`config.mk`:
```
export PLATFORM = sky130hd
export DESIGN_NAME = ctot_regs
export DESIGN_NICKNAME = d
export VERILOG_FILES = /design/src/logic/ctot_pkg.sv /design/src/logic/ctot_regs.sv
export SDC_FILE = /design/constraint.sdc
export NUM_CORES = 1
export LEC_CHECK = 0
export BUFFER_PORTS_ARGS = -buffer_cell sky130_fd_sc_hd__buf_2
export CAP_MARGIN = 30
export CORE_ASPECT_RATIO = 0.8
export CORE_UTILIZATION = 50
export DETAILED_ROUTE_END_ITERATION = 12
export PLACE_DENSITY = 0.86
export SETUP_SLACK_MARGIN = 0.05
export SYNTH_ARGS = -nofsm -noshare
export SYNTH_HDL_FRONTEND = slang
export SYNTH_SLANG_ARGS = --single-unit
```
`constraint.sdc`:
```
create_clock -name clk_sys_i -period 2.3 [get_ports clk_sys_i]
set_input_delay 0.23 -clock clk_sys_i [delete_from_list [all_inputs] [get_ports clk_sys_i]]
set_output_delay 0.23 -clock clk_sys_i [all_outputs]
set_load 0.01 [all_outputs]
```
`src/logic/ctot_pkg.sv`:
```
/*
  Package for the core timing and offset trim register bank: byte addresses,
  field layout, reset of the reserved nibble, and the carrier structs.
  Assumes a byte-wide register port with 12-bit byte addresses.
*/
package ctot_pkg;

  localparam int unsigned ADDR_W = 12;
  localparam int unsigned DATA_W = 8;

  // Byte addresses of the bank
  localparam logic [11:0] TIMING_TRIM_SPARE_FOR_B_DUAL_ADDR = 12'h088;
  localparam logic [11:0] TIMING_TRIM_CORE_B_DUAL_ADDR      = 12'h089;
  localparam logic [11:0] OFFSET_TRIM_CORE_A_INPUT_A_ADDR   = 12'h08A;
  localparam logic [11:0] OFFSET_TRIM_CORE_A_INPUT_B_ADDR   = 12'h08C;
  localparam logic [11:0] OFFSET_TRIM_SPARE_INPUT_A_ADDR    = 12'h08E;

  // Offset register field layout
  localparam int unsigned OFFSET_VALUE_W   = 12;
  localparam int unsigned OFFSET_RSVD_LSB  = 12;
  localparam int unsigned OFFSET_RSVD_W    = 4;
  localparam logic [3:0]  OFFSET_RSVD_RST  = 4'h0;
  localparam int unsigned NUM_OFFSET_REGS  = 3;

  // Register port request from software
  typedef struct packed {
    logic [11:0] addr;
    logic [7:0]  wdata;
    logic        wr;
    logic        rd;
  } ctot_req_s;

  // Trim values presented to the converter cores
  typedef struct packed {
    logic [7:0]  timing_spare_for_b_dual;
    logic [7:0]  timing_core_b_dual;
    logic [11:0] offset_core_a_input_a;
    logic [11:0] offset_core_a_input_b;
    logic [11:0] offset_spare_input_a;
  } ctot_trim_s;

  // Factory fuse image loaded at reset release
  typedef struct packed {
    logic [7:0]  timing_spare_for_b_dual;
    logic [7:0]  timing_core_b_dual;
    logic [11:0] offset_core_a_input_a;
    logic [11:0] offset_core_a_input_b;
    logic [11:0] offset_spare_input_a;
  } ctot_fuse_s;

endpackage

```
`src/logic/ctot_regs.sv`:
```
/*
  Core timing and offset trim register bank.
  Holds two byte-wide timing trims and three 16-bit offset trims, loaded from
  the factory fuse image after reset, readable and writable by software.
  Assumes the fuse image is static on the system clock, and that software
  keeps the calibration-state access restrictions itself.
*/
// Added by the designer: the address-and-strobe port.
`timescale 1ns/1ps

module ctot_regs
  import ctot_pkg::*;
(
  // Clock and reset
  input  wire logic                 clk_sys_i,
  input  wire logic                 sys_rst_i,
  // Register port
  input  wire ctot_pkg::ctot_req_s  req_i,
  output logic [7:0]                rdata_o,
  // Factory trim image and operating mode
  input  wire ctot_pkg::ctot_fuse_s fuse_i,
  input  wire logic                 dual_channel_i,
  // Trims to the converter cores
  output ctot_pkg::ctot_trim_s      trim_o,
  output logic [7:0]                spare_timing_o,
  output logic [7:0]                core_b_timing_o,
  output logic                      trim_loaded_o
);
  import ctot_pkg::*;

  logic [7:0]  tim_spare_q, tim_b_q;
  logic [15:0] ofs_q [NUM_OFFSET_REGS];
  logic        loaded_q;
  logic [7:0]  rdata_q;

  function automatic logic [11:0] ofs_base(input int unsigned idx);
    case (idx)
      0:       ofs_base = OFFSET_TRIM_CORE_A_INPUT_A_ADDR;
      1:       ofs_base = OFFSET_TRIM_CORE_A_INPUT_B_ADDR;
      default: ofs_base = OFFSET_TRIM_SPARE_INPUT_A_ADDR;
    endcase
  endfunction

  wire logic sel_tim_spare = (req_i.addr == TIMING_TRIM_SPARE_FOR_B_DUAL_ADDR);
  wire logic sel_tim_b     = (req_i.addr == TIMING_TRIM_CORE_B_DUAL_ADDR);

  wire logic [15:0] fuse_ofs [NUM_OFFSET_REGS];
  assign fuse_ofs[0] = {OFFSET_RSVD_RST, fuse_i.offset_core_a_input_a};
  assign fuse_ofs[1] = {OFFSET_RSVD_RST, fuse_i.offset_core_a_input_b};
  assign fuse_ofs[2] = {OFFSET_RSVD_RST, fuse_i.offset_spare_input_a};

  // Fuse values cannot enter under async reset; they load on the first edge after it
  always_ff @(posedge clk_sys_i or posedge sys_rst_i) begin
    if (sys_rst_i) begin
      loaded_q    <= 1'b0;
      tim_spare_q <= 8'h00;
      tim_b_q     <= 8'h00;
    end else if (!loaded_q) begin
      loaded_q    <= 1'b1;
      tim_spare_q <= fuse_i.timing_spare_for_b_dual;
      tim_b_q     <= fuse_i.timing_core_b_dual;
    end else if (req_i.wr) begin
      if (sel_tim_spare) tim_spare_q <= req_i.wdata;
      if (sel_tim_b)     tim_b_q     <= req_i.wdata;
    end
  end

  wire logic [7:0] ofs_rd [NUM_OFFSET_REGS];

  genvar g;
  generate
    for (g = 0; g < NUM_OFFSET_REGS; g++) begin : g_ofs
      wire logic sel_lo = (req_i.addr == ofs_base(g));
      wire logic sel_hi = (req_i.addr == ofs_base(g) + 12'h001);
      // No interlock against calibration state: software owns that ordering
      always_ff @(posedge clk_sys_i or posedge sys_rst_i) begin
        if (sys_rst_i) begin
          ofs_q[g] <= 16'h0000;
        end else if (!loaded_q) begin
          ofs_q[g] <= fuse_ofs[g];
        end else if (req_i.wr) begin
          if (sel_lo) ofs_q[g][7:0]  <= req_i.wdata;
          if (sel_hi) ofs_q[g][15:8] <= req_i.wdata;
        end
      end
      assign ofs_rd[g] = sel_lo ? ofs_q[g][7:0] : (sel_hi ? ofs_q[g][15:8] : 8'h00);
    end
  endgenerate

  wire logic [7:0] rd_mux = (sel_tim_spare ? tim_spare_q : 8'h00) |
                            (sel_tim_b ? tim_b_q : 8'h00) |
                            ofs_rd[0] | ofs_rd[1] | ofs_rd[2];

  // Unmapped addresses read zero; data stands only the cycle after the strobe
  always_ff @(posedge clk_sys_i or posedge sys_rst_i) begin
    if (sys_rst_i) rdata_q <= 8'h00;
    else           rdata_q <= req_i.rd ? rd_mux : 8'h00;
  end

  assign rdata_o       = rdata_q;
  assign trim_loaded_o = loaded_q;

  assign trim_o.timing_spare_for_b_dual = tim_spare_q;
  assign trim_o.timing_core_b_dual      = tim_b_q;
  assign trim_o.offset_core_a_input_a   = ofs_q[0][OFFSET_VALUE_W-1:0];
  assign trim_o.offset_core_a_input_b   = ofs_q[1][OFFSET_VALUE_W-1:0];
  assign trim_o.offset_spare_input_a    = ofs_q[2][OFFSET_VALUE_W-1:0];

  // Dual mode: spare core stands in for B, B takes its own dual trim
  assign spare_timing_o  = dual_channel_i ? tim_spare_q : 8'h00;
  assign core_b_timing_o = dual_channel_i ? tim_b_q : 8'h00;

endmodule

```
After elaboration in Yosys (flattened, before gate mapping):

Cells that the tools add are included.

* reductions and logical operators: 8
* muxes and demuxes: 29
* multiply operators: 0
* bitwise operators: 4
* order comparisons: 0
* eq/ne operators: 17
* shift operators: 0
* div/mod/pow operators: 0
* add/sub/neg operators: 0

Operators by type and width (number)
* 8-bit 2-to-1 mux: 23
* 12-bit by 8-bit == test with 1-bit output (second input constant): 8
* 16-bit 2-to-1 mux: 6
* 8-bit OR: 4
* 2-bit by 1-bit inequality test with 1-bit output (second input constant): 8
* 2-bit AND reduction: 8
* 2-bit inequality test (second input constant): 1

* latch bits: 0
* RAM bits: 0
* memories kept: 0
* bits in read-only memories: 0
* register bits: 73

Depth between registers and ports, before layout:

Gate-level depths: netlist of the first run.

* word-level depth: 7
* mapped depth: 7
* depth with buffers taken out: 4

Worst setup path after synthesis of the first run:

Ideal clock, no wire load.

* path type: input-to-reg
* start: input port req_i[12] (netlist bit)
* end: register tim_b_q[0]
* slack: 719 ps
* path buffers: 2
* cell stages on the path: 6
* data arrival time: 1435 ps
* library setup time: 146 ps
* data required time: 2154 ps
* cell sequence: buf_2 > nor3b_1 > nand4_1 > clkbuf_1 > nand3_1 > o221ai_1

* cells in the longest elaborated chain, start to end: 3

RTL lines
* start, declared: RTL line ctot_regs.sv:18 `input wire ctot_pkg::ctot_req_s req_i,`
* 12-bit by 8-bit == test with 1-bit output: RTL line ctot_regs.sv:45 `wire logic sel_tim_b = (req_i.addr == TIMING_TRIM_CORE_B_DUAL_ADDR);`
* 2-bit by 1-bit inequality test with 1-bit output (no source line)
* 2-bit AND reduction (no source line)
* end signal, assigned: RTL line ctot_regs.sv:61 `tim_b_q <= fuse_i.timing_core_b_dual;`
* end signal, assigned: RTL line ctot_regs.sv:64 `if (sel_tim_b) tim_b_q <= req_i.wdata;`
* end, declared: RTL line ctot_regs.sv:31 `logic [7:0] tim_spare_q, tim_b_q;`

Every way passes these cells.
A chain may end at the register's enable or synchronous reset.

Worst setup path in the final report of the first run:

* start: register loaded_q (netlist: trim_loaded_o)
* end: register ofs_q, in the netlist trim_o[28]

* cells in the longest elaborated chain, start to end: 2
* elaborated cells on any way between the ends: 4
* classes of those cells: eq/ne (2); mux (1); reduce/logical (1)

RTL lines
* start, declared: RTL line ctot_regs.sv:33 `logic loaded_q;`
* start signal, assigned: RTL line ctot_regs.sv:55 `loaded_q <= 1'b0;`
* start signal, assigned: RTL line ctot_regs.sv:59 `loaded_q <= 1'b1;`
* 2-bit by 1-bit inequality test with 1-bit output (no source line) or 2-bit inequality test (tied branches)
* 2-bit AND reduction (no source line)
* end signal, assigned by index: RTL line ctot_regs.sv:80 `ofs_q[g] <= fuse_ofs[g];`
* end signal, assigned by index: RTL line ctot_regs.sv:82 `if (sel_lo) ofs_q[g][7:0] <= req_i.wdata;`
* end signal, assigned by index: RTL line ctot_regs.sv:83 `if (sel_hi) ofs_q[g][15:8] <= req_i.wdata;`
* end, declared: RTL line ctot_regs.sv:32 `logic [15:0] ofs_q [NUM_OFFSET_REGS];`

Several ways; a longest one is shown, not always the timed one.

==> results of run 1 <==
cells in the mapped netlist:
library cell and count:
sky130_fd_sc_hd__and2_1 16, sky130_fd_sc_hd__mux2i_1 28, sky130_fd_sc_hd__nand4b_1 1, sky130_fd_sc_hd__nand2_1 16, sky130_fd_sc_hd__buf_1 4, sky130_fd_sc_hd__nor3b_1 2, sky130_fd_sc_hd__nand3_1 53, sky130_fd_sc_hd__and3_1 1
sky130_fd_sc_hd__and4_1 1, sky130_fd_sc_hd__nor3_2 1, sky130_fd_sc_hd__clkbuf_1 17, sky130_fd_sc_hd__nand4_1 7, sky130_fd_sc_hd__nor2b_1 13, sky130_fd_sc_hd__nor2_1 8, sky130_fd_sc_hd__conb_1 1, sky130_fd_sc_hd__mux4_2 8
sky130_fd_sc_hd__dfrtp_1 73, sky130_fd_sc_hd__buf_2 8, sky130_fd_sc_hd__inv_1 53, sky130_fd_sc_hd__o221ai_1 52, sky130_fd_sc_hd__nand3b_1 1, sky130_fd_sc_hd__nor4b_4 1, sky130_fd_sc_hd__clkbuf_2 1, sky130_fd_sc_hd__a21oi_1 8
sky130_fd_sc_hd__buf_4 36, sky130_fd_sc_hd__and3b_1 3, sky130_fd_sc_hd__o22ai_1 8
timing repair:
item                                    in CTS  in global routing
endpoints found under the setup margin       0                  0
hold endpoints to repair                    27                  0
gates resized for setup                      0                  0
hold buffers                                 1                  0
per-layer routing:
| layer | share of wire, % | routed length (um) | up-vias | global-route usage, % |
|---|---|---|---|---|
| met5 | 0 | 0 | - | 0 |
| met2 | 44 | 5356 | 251 | 41.42 |
| met3 | 11 | 1274 | 20 | 8.249 |
| li1 | - | - | 1704 | - |
| met4 | 1.6 | 195 | 0 | 8.579 |
| met1 | 43 | 5250 | 1782 | 43.36 |
registers in the layout, summed over array words and instances, names as in the netlist:
signal / cells
trim_o: 36
rdata_o: 8
tim_b_q: 8
trim_loaded_o: 1
tim_spare_q: 8
ofs_q: 12
power by group through the flow:
stage | Combinational (mW) | Sequential (mW) | Clock, mW
2_1_floorplan | 0.381 | 1.45 | 0
3_3_place_gp | 0.528 | 1.48 | 0
3_5_place_dp | 0.544 | 1.48 | 0
4_1_cts | 0.549 | 1.46 | 1.12
5_1_grt | 0.602 | 1.47 | 1.17
6_report | 0.549 | 1.46 | 1.11
per-stage QoR:
step / power [mW] / setup slack, ns / instance area [sq um] / hold WS (ns) / util [%]
final: 3.125 / 0.6579 / 5001 / 0.1146 / 62.93
after global routing: 3.247 / 0.5311 / 5001 / 0.1195 / 62.93
after CTS: 3.129 / 0.6860 / 5001 / 0.1052 / 62.93
after detailed placement: 2.028 / 0.6798 / 4780 / 0.3573 / 60.15
after global placement: 2.009 / 0.7336 / 4780 / 0.3471 / 60.15
after floorplan: 1.835 / 0.2167 / 4116 / 0.3764 / -
tightest hold or removal path, stage by stage:
cell and delay [ns]:
sky130_fd_sc_hd__buf_2 0.09, sky130_fd_sc_hd__nand3_1 0.06, sky130_fd_sc_hd__o221ai_1 0.06
worst min-delay path by stage:
| stage | from | endpoint | slack [ns] | cells after the start |
|---|---|---|---|---|
| floorplan | req_i[4] | trim_o[2] | 0.38 | 2 |
| global placement | sys_rst_i | tim_spare_q[5] | 0.35 | 2 |
| detailed placement | sys_rst_i | tim_b_q[5] | 0.36 | 2 |
| CTS | req_i[3] | trim_o[1] | 0.11 | 3 |
| global route | req_i[3] | trim_o[1] | 0.12 | 3 |
| finish | req_i[3] | trim_o[1] | 0.11 | 3 |
kinds of logic (layout without fill, tap and decap cells):
kind of cell           Yosys count  in the layout
and+or+nand+nor                124            124
DFF                             73             73
buffers and inverters          119            240
muxes                           36             36
other                            1              1
AOI/OAI and AO/OA               68             68
final cells by class:
type                    instances  share of cell area [%]
clock buffers                  10                   2.552
clock inverters                 6                   1.676
repair buffers                171                   18.56
flip-flops and latches         73                   36.60
well taps                     108                   2.702
multi-input cells             229                   33.93
inverters                      53                   3.978
==> run_summary.xml, run 1 <==
<?xml version="1.0" encoding="UTF-8"?>
<metrics>
  <group name="clock_tree">
    <metric name="clk_pin_slew_worst_paths" unit="ns">0.08</metric>
    <metric name="cts_buffer_depth" unit="">2</metric>
    <metric name="cts.sinks" unit="">73</metric>
    <metric name="cts_buffers" unit="">9</metric>
    <metric name="tritoncts" unit="">yes</metric>
    <metric name="clk-insertion-delay-late" unit="ns">0.36</metric>
    <metric name="cts_setup_buffers" unit="">0</metric>
    <metric name="htreeDepth" unit="">3</metric>
    <metric name="cts_root_buf" unit="">sky130_fd_sc_hd__clkbuf_8</metric>
  </group>
  <group name="sta">
    <metric name="finalSetupTns" unit="ns">0</metric>
    <metric name="max_clock_freq" unit="MHz">609.0</metric>
    <metric name="clock-skew-final" unit="ns">0.008949</metric>
    <metric name="finalHoldViolations" unit="">0</metric>
    <metric name="finalWorstPathRequiredPeriod" unit="ns">1.642</metric>
    <metric name="timing.final.setup_violations" unit="">0</metric>
    <metric name="worstMarginPinSlew" unit="ns">0.7129</metric>
    <metric name="grt_setup_unrepaired" unit="">false</metric>
    <metric name="finalCritPeriodShare" unit="%">71.40</metric>
    <metric name="final_slew_violations" unit="">0</metric>
    <metric name="slew-limit-headroom" unit="%">52.38</metric>
  </group>
  <group name="hold_path">
    <metric name="timing.hold.worst.class" unit="">input pin to register</metric>
  </group>
  <group name="yosys">
    <metric name="yosysUniqueCellTypes" unit="">27</metric>
    <metric name="seq_area_frac_synth" unit="%">44.38</metric>
    <metric name="synth_top_family_by_area" unit="">simple AND/OR/NAND/NOR gates</metric>
    <metric name="synthAdderAreaFrac" unit="%">0</metric>
    <metric name="synth_area_leaders" unit="">sky130_fd_sc_hd__dfrtp_1 44%, sky130_fd_sc_hd__o221ai_1 11%, sky130_fd_sc_hd__mux2i_1 6.8%</metric>
    <metric name="synth-compound-area-share" unit="%">13.25</metric>
    <metric name="ys_seq_elements" unit="">73</metric>
    <metric name="area_share_of_xor_xnor_cells_in_the_synthesized_design" unit="%">0</metric>
    <metric name="fraction_of_synthesized_area_in_multiplexers" unit="%">11.19</metric>
    <metric name="yosysTopAreaCell" unit="">sky130_fd_sc_hd__dfrtp_1</metric>
    <metric name="synthesis.yosys.warnings" unit="">0</metric>
    <metric name="syn-mean-instance-area" unit="sq um">9.778</metric>
    <metric name="synth.top_cell.area_share" unit="%">44.38</metric>
    <metric name="cell_count_after_synthesis" unit="">421</metric>
    <metric name="syn_nets" unit="">498</metric>
    <metric name="post_synth_and_or_nand_nor_area_fraction" unit="%">16.69</metric>
    <metric name="synthesis.area" unit="sq um">4116</metric>
  </group>
  <group name="placement">
    <metric name="cell_count_after_placement" unit="">633</metric>
    <metric name="sum_of_net_half_perimeters_after_detailed_placement" unit="um">8515</metric>
    <metric name="replace_congestion" unit="">0.8505</metric>
    <metric name="port_buffers" unit="">153</metric>
  </group>
  <group name="critical_path">
    <metric name="critical_path_sink_type" unit="">register</metric>
    <metric name="r2r-end" unit="">trim_o[28]</metric>
    <metric name="critical_path_cell_count" unit="">3</metric>
    <metric name="worstSetupStartpoint" unit="">trim_loaded_o</metric>
    <metric name="critical_path.cell_chain" unit="">buf_12 -&gt; nand2_1 -&gt; o221ai_1</metric>
    <metric name="biggest_cell_delay_along_the_critical_path" unit="ns">0.76</metric>
    <metric name="rr_worst_depth" unit="">3</metric>
    <metric name="worst_r2r_start" unit="">trim_loaded_o</metric>
    <metric name="crit_end" unit="">trim_o[28]</metric>
    <metric name="critPathBufInv" unit="">1</metric>
    <metric name="nature_of_the_critical_path_startpoint" unit="">register</metric>
    <metric name="worst-setup-path-type" unit="">register to register</metric>
    <metric name="critPathSlowestCell" unit="">sky130_fd_sc_hd__dfrtp_4</metric>
    <metric name="critical_path_peak_fanout" unit="">80</metric>
    <metric name="ff2ff_setup_slack" unit="ns">0.66</metric>
    <metric name="crit_family" unit="">flip-flops</metric>
    <metric name="worst-endpoint-required" unit="ns">2.57</metric>
    <metric name="critPathArrivalTime" unit="ns">1.91</metric>
  </group>
  <group name="floorplanning">
    <metric name="top_level_ports" unit="">154</metric>
    <metric name="floorplan.die_area" unit="sq um">8602</metric>
    <metric name="core_area" unit="sq um">7946</metric>
    <metric name="die_y" unit="um">83.16</metric>
    <metric name="num_rows" unit="">29</metric>
    <metric name="floorplan.die.width" unit="um">103.4</metric>
    <metric name="floorplan.initialDensity" unit="%">51.80</metric>
  </group>
  <group name="layout">
    <metric name="final_cell_count_no_fill" unit="">650</metric>
    <metric name="most_used_cells_in_the_layout_excluding_fill_and_tap_cells" unit="">153 x sky130_fd_sc_hd__buf_2, 72 x sky130_fd_sc_hd__dfrtp_1, 53 x sky130_fd_sc_hd__nand3_1</metric>
    <metric name="register_area" unit="sq um">1831</metric>
    <metric name="layout.cells.most_common" unit="">sky130_fd_sc_hd__buf_2</metric>
    <metric name="layout_cells_sized_above_1" unit="%">36.35</metric>
    <metric name="number_of_nets_in_the_final_layout" unit="">614</metric>
    <metric name="insertedDiodeCount" unit="">0</metric>
    <metric name="layout.filler_cells" unit="">631</metric>
    <metric name="area_delta_synth_final" unit="%">21.49</metric>
    <metric name="multiInputGateArea" unit="sq um">1697</metric>
  </group>
  <group name="route">
    <metric name="route.detailed.wl_per_inst" unit="um">18.58</metric>
    <metric name="routed_wire_length" unit="um">12080</metric>
    <metric name="drt_pass1_iterations" unit="">6</metric>
    <metric name="detailedRoute.firstIterationViolations" unit="">341</metric>
    <metric name="num_vias" unit="">3757</metric>
    <metric name="via_cell_ratio" unit="">5.780</metric>
    <metric name="drc_errors" unit="">0</metric>
    <metric name="route.antenna.remaining_nets" unit="">0</metric>
  </group>
  <group name="power">
    <metric name="clock_power_share" unit="%">35.7</metric>
    <metric name="power.switching_fraction" unit="%">28.66</metric>
    <metric name="power_density" unit="nW/um^2">624.8</metric>
    <metric name="vdd_ir_drop_max" unit="mV">0.2884</metric>
    <metric name="p_switching" unit="mW">0.8955</metric>
    <metric name="p_int" unit="mW">2.229</metric>
    <metric name="static-leakage-power" unit="nW">2.648</metric>
    <metric name="power.share.combinational" unit="%">17.6</metric>
    <metric name="portion_of_total_power_attributed_to_sequential_cells" unit="%">46.8</metric>
  </group>
  <group name="grt">
    <metric name="grt_pass1_vias" unit="">3510</metric>
    <metric name="globalRouteTotalUtil" unit="%">29.20</metric>
    <metric name="global_route_wire_length_before_repair" unit="um">18550</metric>
    <metric name="grt_start_max_net_pins" unit="">81</metric>
    <metric name="grt_remaining_overflow" unit="">0</metric>
    <metric name="antenna_violations_before_repair" unit="">0</metric>
  </group>
  <group name="run">
    <metric name="timing.max_cap.violations" unit="">0</metric>
  </group>
  <group name="run_status">
    <metric name="result_of_the_run" unit="">finished clean</metric>
  </group>
</metrics>
Power figures use the tool's default switching activity.
==> run 2, diff against run 1 <==
==> constraint.sdc (replaced) <==
create_clock -name clk_sys_i -period 1.6 [get_ports clk_sys_i]
set_input_delay 0.16 -clock clk_sys_i [delete_from_list [all_inputs] [get_ports clk_sys_i]]
set_output_delay 0.16 -clock clk_sys_i [all_outputs]
set_load 0.01 [all_outputs]
==> run_summary.xml, run 2 (same netlist as run 1, synthesis figures left out) <==
<?xml version="1.0" encoding="UTF-8"?>
<metrics>
  <group name="hold_path">
    <metric name="timing.hold.worst.class" unit="">input pin to register</metric>
    <metric name="timing.hold.worst_endpoint" unit="">trim_o[0]</metric>
    <metric name="min_delay_path_depth" unit="">3</metric>
    <metric name="worst_min_path_start" unit="">req_i[2]</metric>
  </group>
  <group name="route">
    <metric name="via_cell_ratio" unit="">5.951</metric>
    <metric name="route.detailed.wl_per_inst" unit="um">18.24</metric>
    <metric name="route.antenna.remaining_nets" unit="">0</metric>
    <metric name="drt_pass1_iterations" unit="">7</metric>
    <metric name="num_vias" unit="">3898</metric>
    <metric name="routed_wire_length" unit="um">11950</metric>
    <metric name="drc_errors" unit="">0</metric>
    <metric name="detailedRoute.firstIterationViolations" unit="">286</metric>
  </group>
  <group name="clock_tree">
    <metric name="cts_buffer_depth" unit="">2</metric>
    <metric name="tritoncts" unit="">yes</metric>
    <metric name="cts_buffers" unit="">9</metric>
    <metric name="clk_pin_slew_worst_paths" unit="ns">0.07</metric>
    <metric name="cts_root_buf" unit="">sky130_fd_sc_hd__clkbuf_8</metric>
    <metric name="htreeDepth" unit="">3</metric>
    <metric name="cts.sinks" unit="">73</metric>
    <metric name="clk-insertion-delay-late" unit="ns">0.35</metric>
  </group>
  <group name="critical_path">
    <metric name="r2r-end" unit="">rdata_o[4]</metric>
    <metric name="worst_r2r_start" unit="">tim_spare_q[4]</metric>
    <metric name="critical_path_sink_type" unit="">output port</metric>
    <metric name="ff2ff_setup_slack" unit="ns">0.21</metric>
    <metric name="critPathSlowestCell" unit="">sky130_fd_sc_hd__dfrtp_4</metric>
    <metric name="nature_of_the_critical_path_startpoint" unit="">register</metric>
    <metric name="worst-setup-path-type" unit="">register to output port</metric>
    <metric name="critPathArrivalTime" unit="ns">1.28</metric>
    <metric name="biggest_cell_delay_along_the_critical_path" unit="ns">0.57</metric>
    <metric name="critPathBufInv" unit="">2</metric>
    <metric name="crit_family" unit="">flip-flops</metric>
    <metric name="rr_worst_depth" unit="">3</metric>
    <metric name="critical_path.cell_chain" unit="">buf_12 -&gt; buf_2</metric>
    <metric name="critical_path_peak_fanout" unit="">46</metric>
    <metric name="worst-endpoint-required" unit="ns">1.44</metric>
  </group>
  <group name="sta">
    <metric name="finalCritPeriodShare" unit="%">90.10</metric>
    <metric name="finalHoldViolations" unit="">0</metric>
    <metric name="slew-limit-headroom" unit="%">48.19</metric>
    <metric name="clock-skew-final" unit="ns">0.007221</metric>
    <metric name="timing.final.setup_violations" unit="">0</metric>
    <metric name="grt_setup_unrepaired" unit="">false</metric>
    <metric name="max_clock_freq" unit="MHz">693.7</metric>
    <metric name="worstMarginPinSlew" unit="ns">0.7755</metric>
    <metric name="finalWorstPathRequiredPeriod" unit="ns">1.442</metric>
    <metric name="final_slew_violations" unit="">0</metric>
  </group>
  <group name="layout">
    <metric name="area_delta_synth_final" unit="%">24.19</metric>
    <metric name="layout_cells_sized_above_1" unit="%">36.93</metric>
    <metric name="layout.cells.most_common" unit="">sky130_fd_sc_hd__buf_2</metric>
    <metric name="insertedDiodeCount" unit="">0</metric>
    <metric name="finalCoreUtilization" unit="%">64.34</metric>
    <metric name="layout.filler_cells" unit="">658</metric>
    <metric name="largest_register_ffs" unit="">36</metric>
    <metric name="number_of_nets_in_the_final_layout" unit="">619</metric>
    <metric name="most_used_cells_in_the_layout_excluding_fill_and_tap_cells" unit="">153 x sky130_fd_sc_hd__buf_2, 72 x sky130_fd_sc_hd__dfrtp_1, 53 x sky130_fd_sc_hd__nand3_1</metric>
  </group>
  <group name="floorplanning">
    <metric name="die_y" unit="um">83.16</metric>
    <metric name="num_rows" unit="">29</metric>
    <metric name="floorplan.initialDensity" unit="%">51.80</metric>
    <metric name="floorplan.die.width" unit="um">103.4</metric>
    <metric name="floorplan.die_area" unit="sq um">8602</metric>
    <metric name="core_area" unit="sq um">7946</metric>
    <metric name="top_level_ports" unit="">154</metric>
  </group>
  <group name="power">
    <metric name="vdd_ir_drop_max" unit="mV">0.5726</metric>
    <metric name="power_density" unit="nW/um^2">913.0</metric>
    <metric name="static-leakage-power" unit="nW">2.687</metric>
    <metric name="total_power" unit="mW">4.668</metric>
  </group>
  <group name="run">
    <metric name="timing.max_cap.violations" unit="">0</metric>
  </group>
  <group name="grt">
    <metric name="antenna_violations_before_repair" unit="">0</metric>
    <metric name="grt_pass1_vias" unit="">3571</metric>
    <metric name="grt_start_max_net_pins" unit="">74</metric>
    <metric name="grt_remaining_overflow" unit="">0</metric>
    <metric name="globalRouteTotalUtil" unit="%">28.45</metric>
    <metric name="global_route_wire_length_before_repair" unit="um">18250</metric>
  </group>
  <group name="run_status">
    <metric name="result_of_the_run" unit="">finished clean</metric>
  </group>
  <group name="placement">
    <metric name="replace_congestion" unit="">0.8735</metric>
    <metric name="sum_of_net_half_perimeters_after_detailed_placement" unit="um">8399</metric>
    <metric name="port_buffers" unit="">153</metric>
  </group>
</metrics>
-- run 2: cell types whose count changed in the layout (fill, tap and decap cells not counted), sizes merged --
| cell | previous run | this run |
|---|---|---|
| bufinv | 2 | 3 |
| inv | 53 | 52 |
| buf | 170 | 175 |
| clkinv | 4 | 1 |
| clkbuf | 10 | 11 |
| clkinvlp | 0 | 2 |
-- run 2: per-stage QoR --
stage	setup slack, ns	cells	instance area [sq um]	setup TNS (ns)	hold WS [ns]
floorplan	0.08903	421	4120	0	0.3064
global placement	0.08572	636	4843	0	0.2948
detailed placement	-0.02051	636	4843	-0.02051	0.3026
CTS	0.07414	654	5105	0	0.05270
global route	0.08203	655	5112	0	0.06945
finish	0.1584	655	5112	0	0.06791
-- run 2: layer usage --
metal | wire, um | up-vias | track usage (%)
li1 | - | 1714 | -
met1 | 5095 | 1906 | 40.42
met2 | 5511 | 260 | 42.75
met3 | 1201 | 18 | 7.492
met4 | 140 | 0 | 8.323
met5 | 0 | - | 0
-- run 2: how the worst max path moves through the flow --
stage,from,slack (ns),cells after the start,end
floorplan,req_i[12],0.09,6,tim_b_q[0]
global placement,req_i[15],0.09,6,trim_o[32]
detailed placement,req_i[15],-0.02,6,trim_o[8]
CTS,trim_loaded_o,0.07,2,trim_loaded_o
global route,trim_loaded_o,0.08,2,trim_loaded_o
finish,trim_loaded_o,0.16,2,trim_loaded_o
-- run 2: what timing repair did --
item                                    in CTS  in global routing
setup buffers                                1                  1
endpoints found under the hold margin       73                  0
resized for setup                            0                  0
hold buffers                                 1                  0
endpoints found under the setup margin       1                  1
-- run 2: tightest hold or removal path: stages --
cell and delay, ns:
sky130_fd_sc_hd__buf_2 0.09, sky130_fd_sc_hd__nand3_1 0.06, sky130_fd_sc_hd__o221ai_1 0.06
-- run 2: area by class of cell --
class	count	area (sq um)	share of cell area (%)
clock buffers	11	141.4	2.766
clock inverters	5	102.6	2.007
inverters	53	202.7	3.965
multi-input cells	229	1697	33.19
flip-flops and latches	73	1831	35.81
well taps	108	135.1	2.643
repair buffers	176	1003	19.63
-- run 2: where the power goes --
part / switching [mW] / internal (mW) / leakage [nW]
combinational: 0.436 / 0.379 / 1.65
clock: 0.693 / 1.08 / 0.120
sequential: 0.119 / 1.96 / 0.922
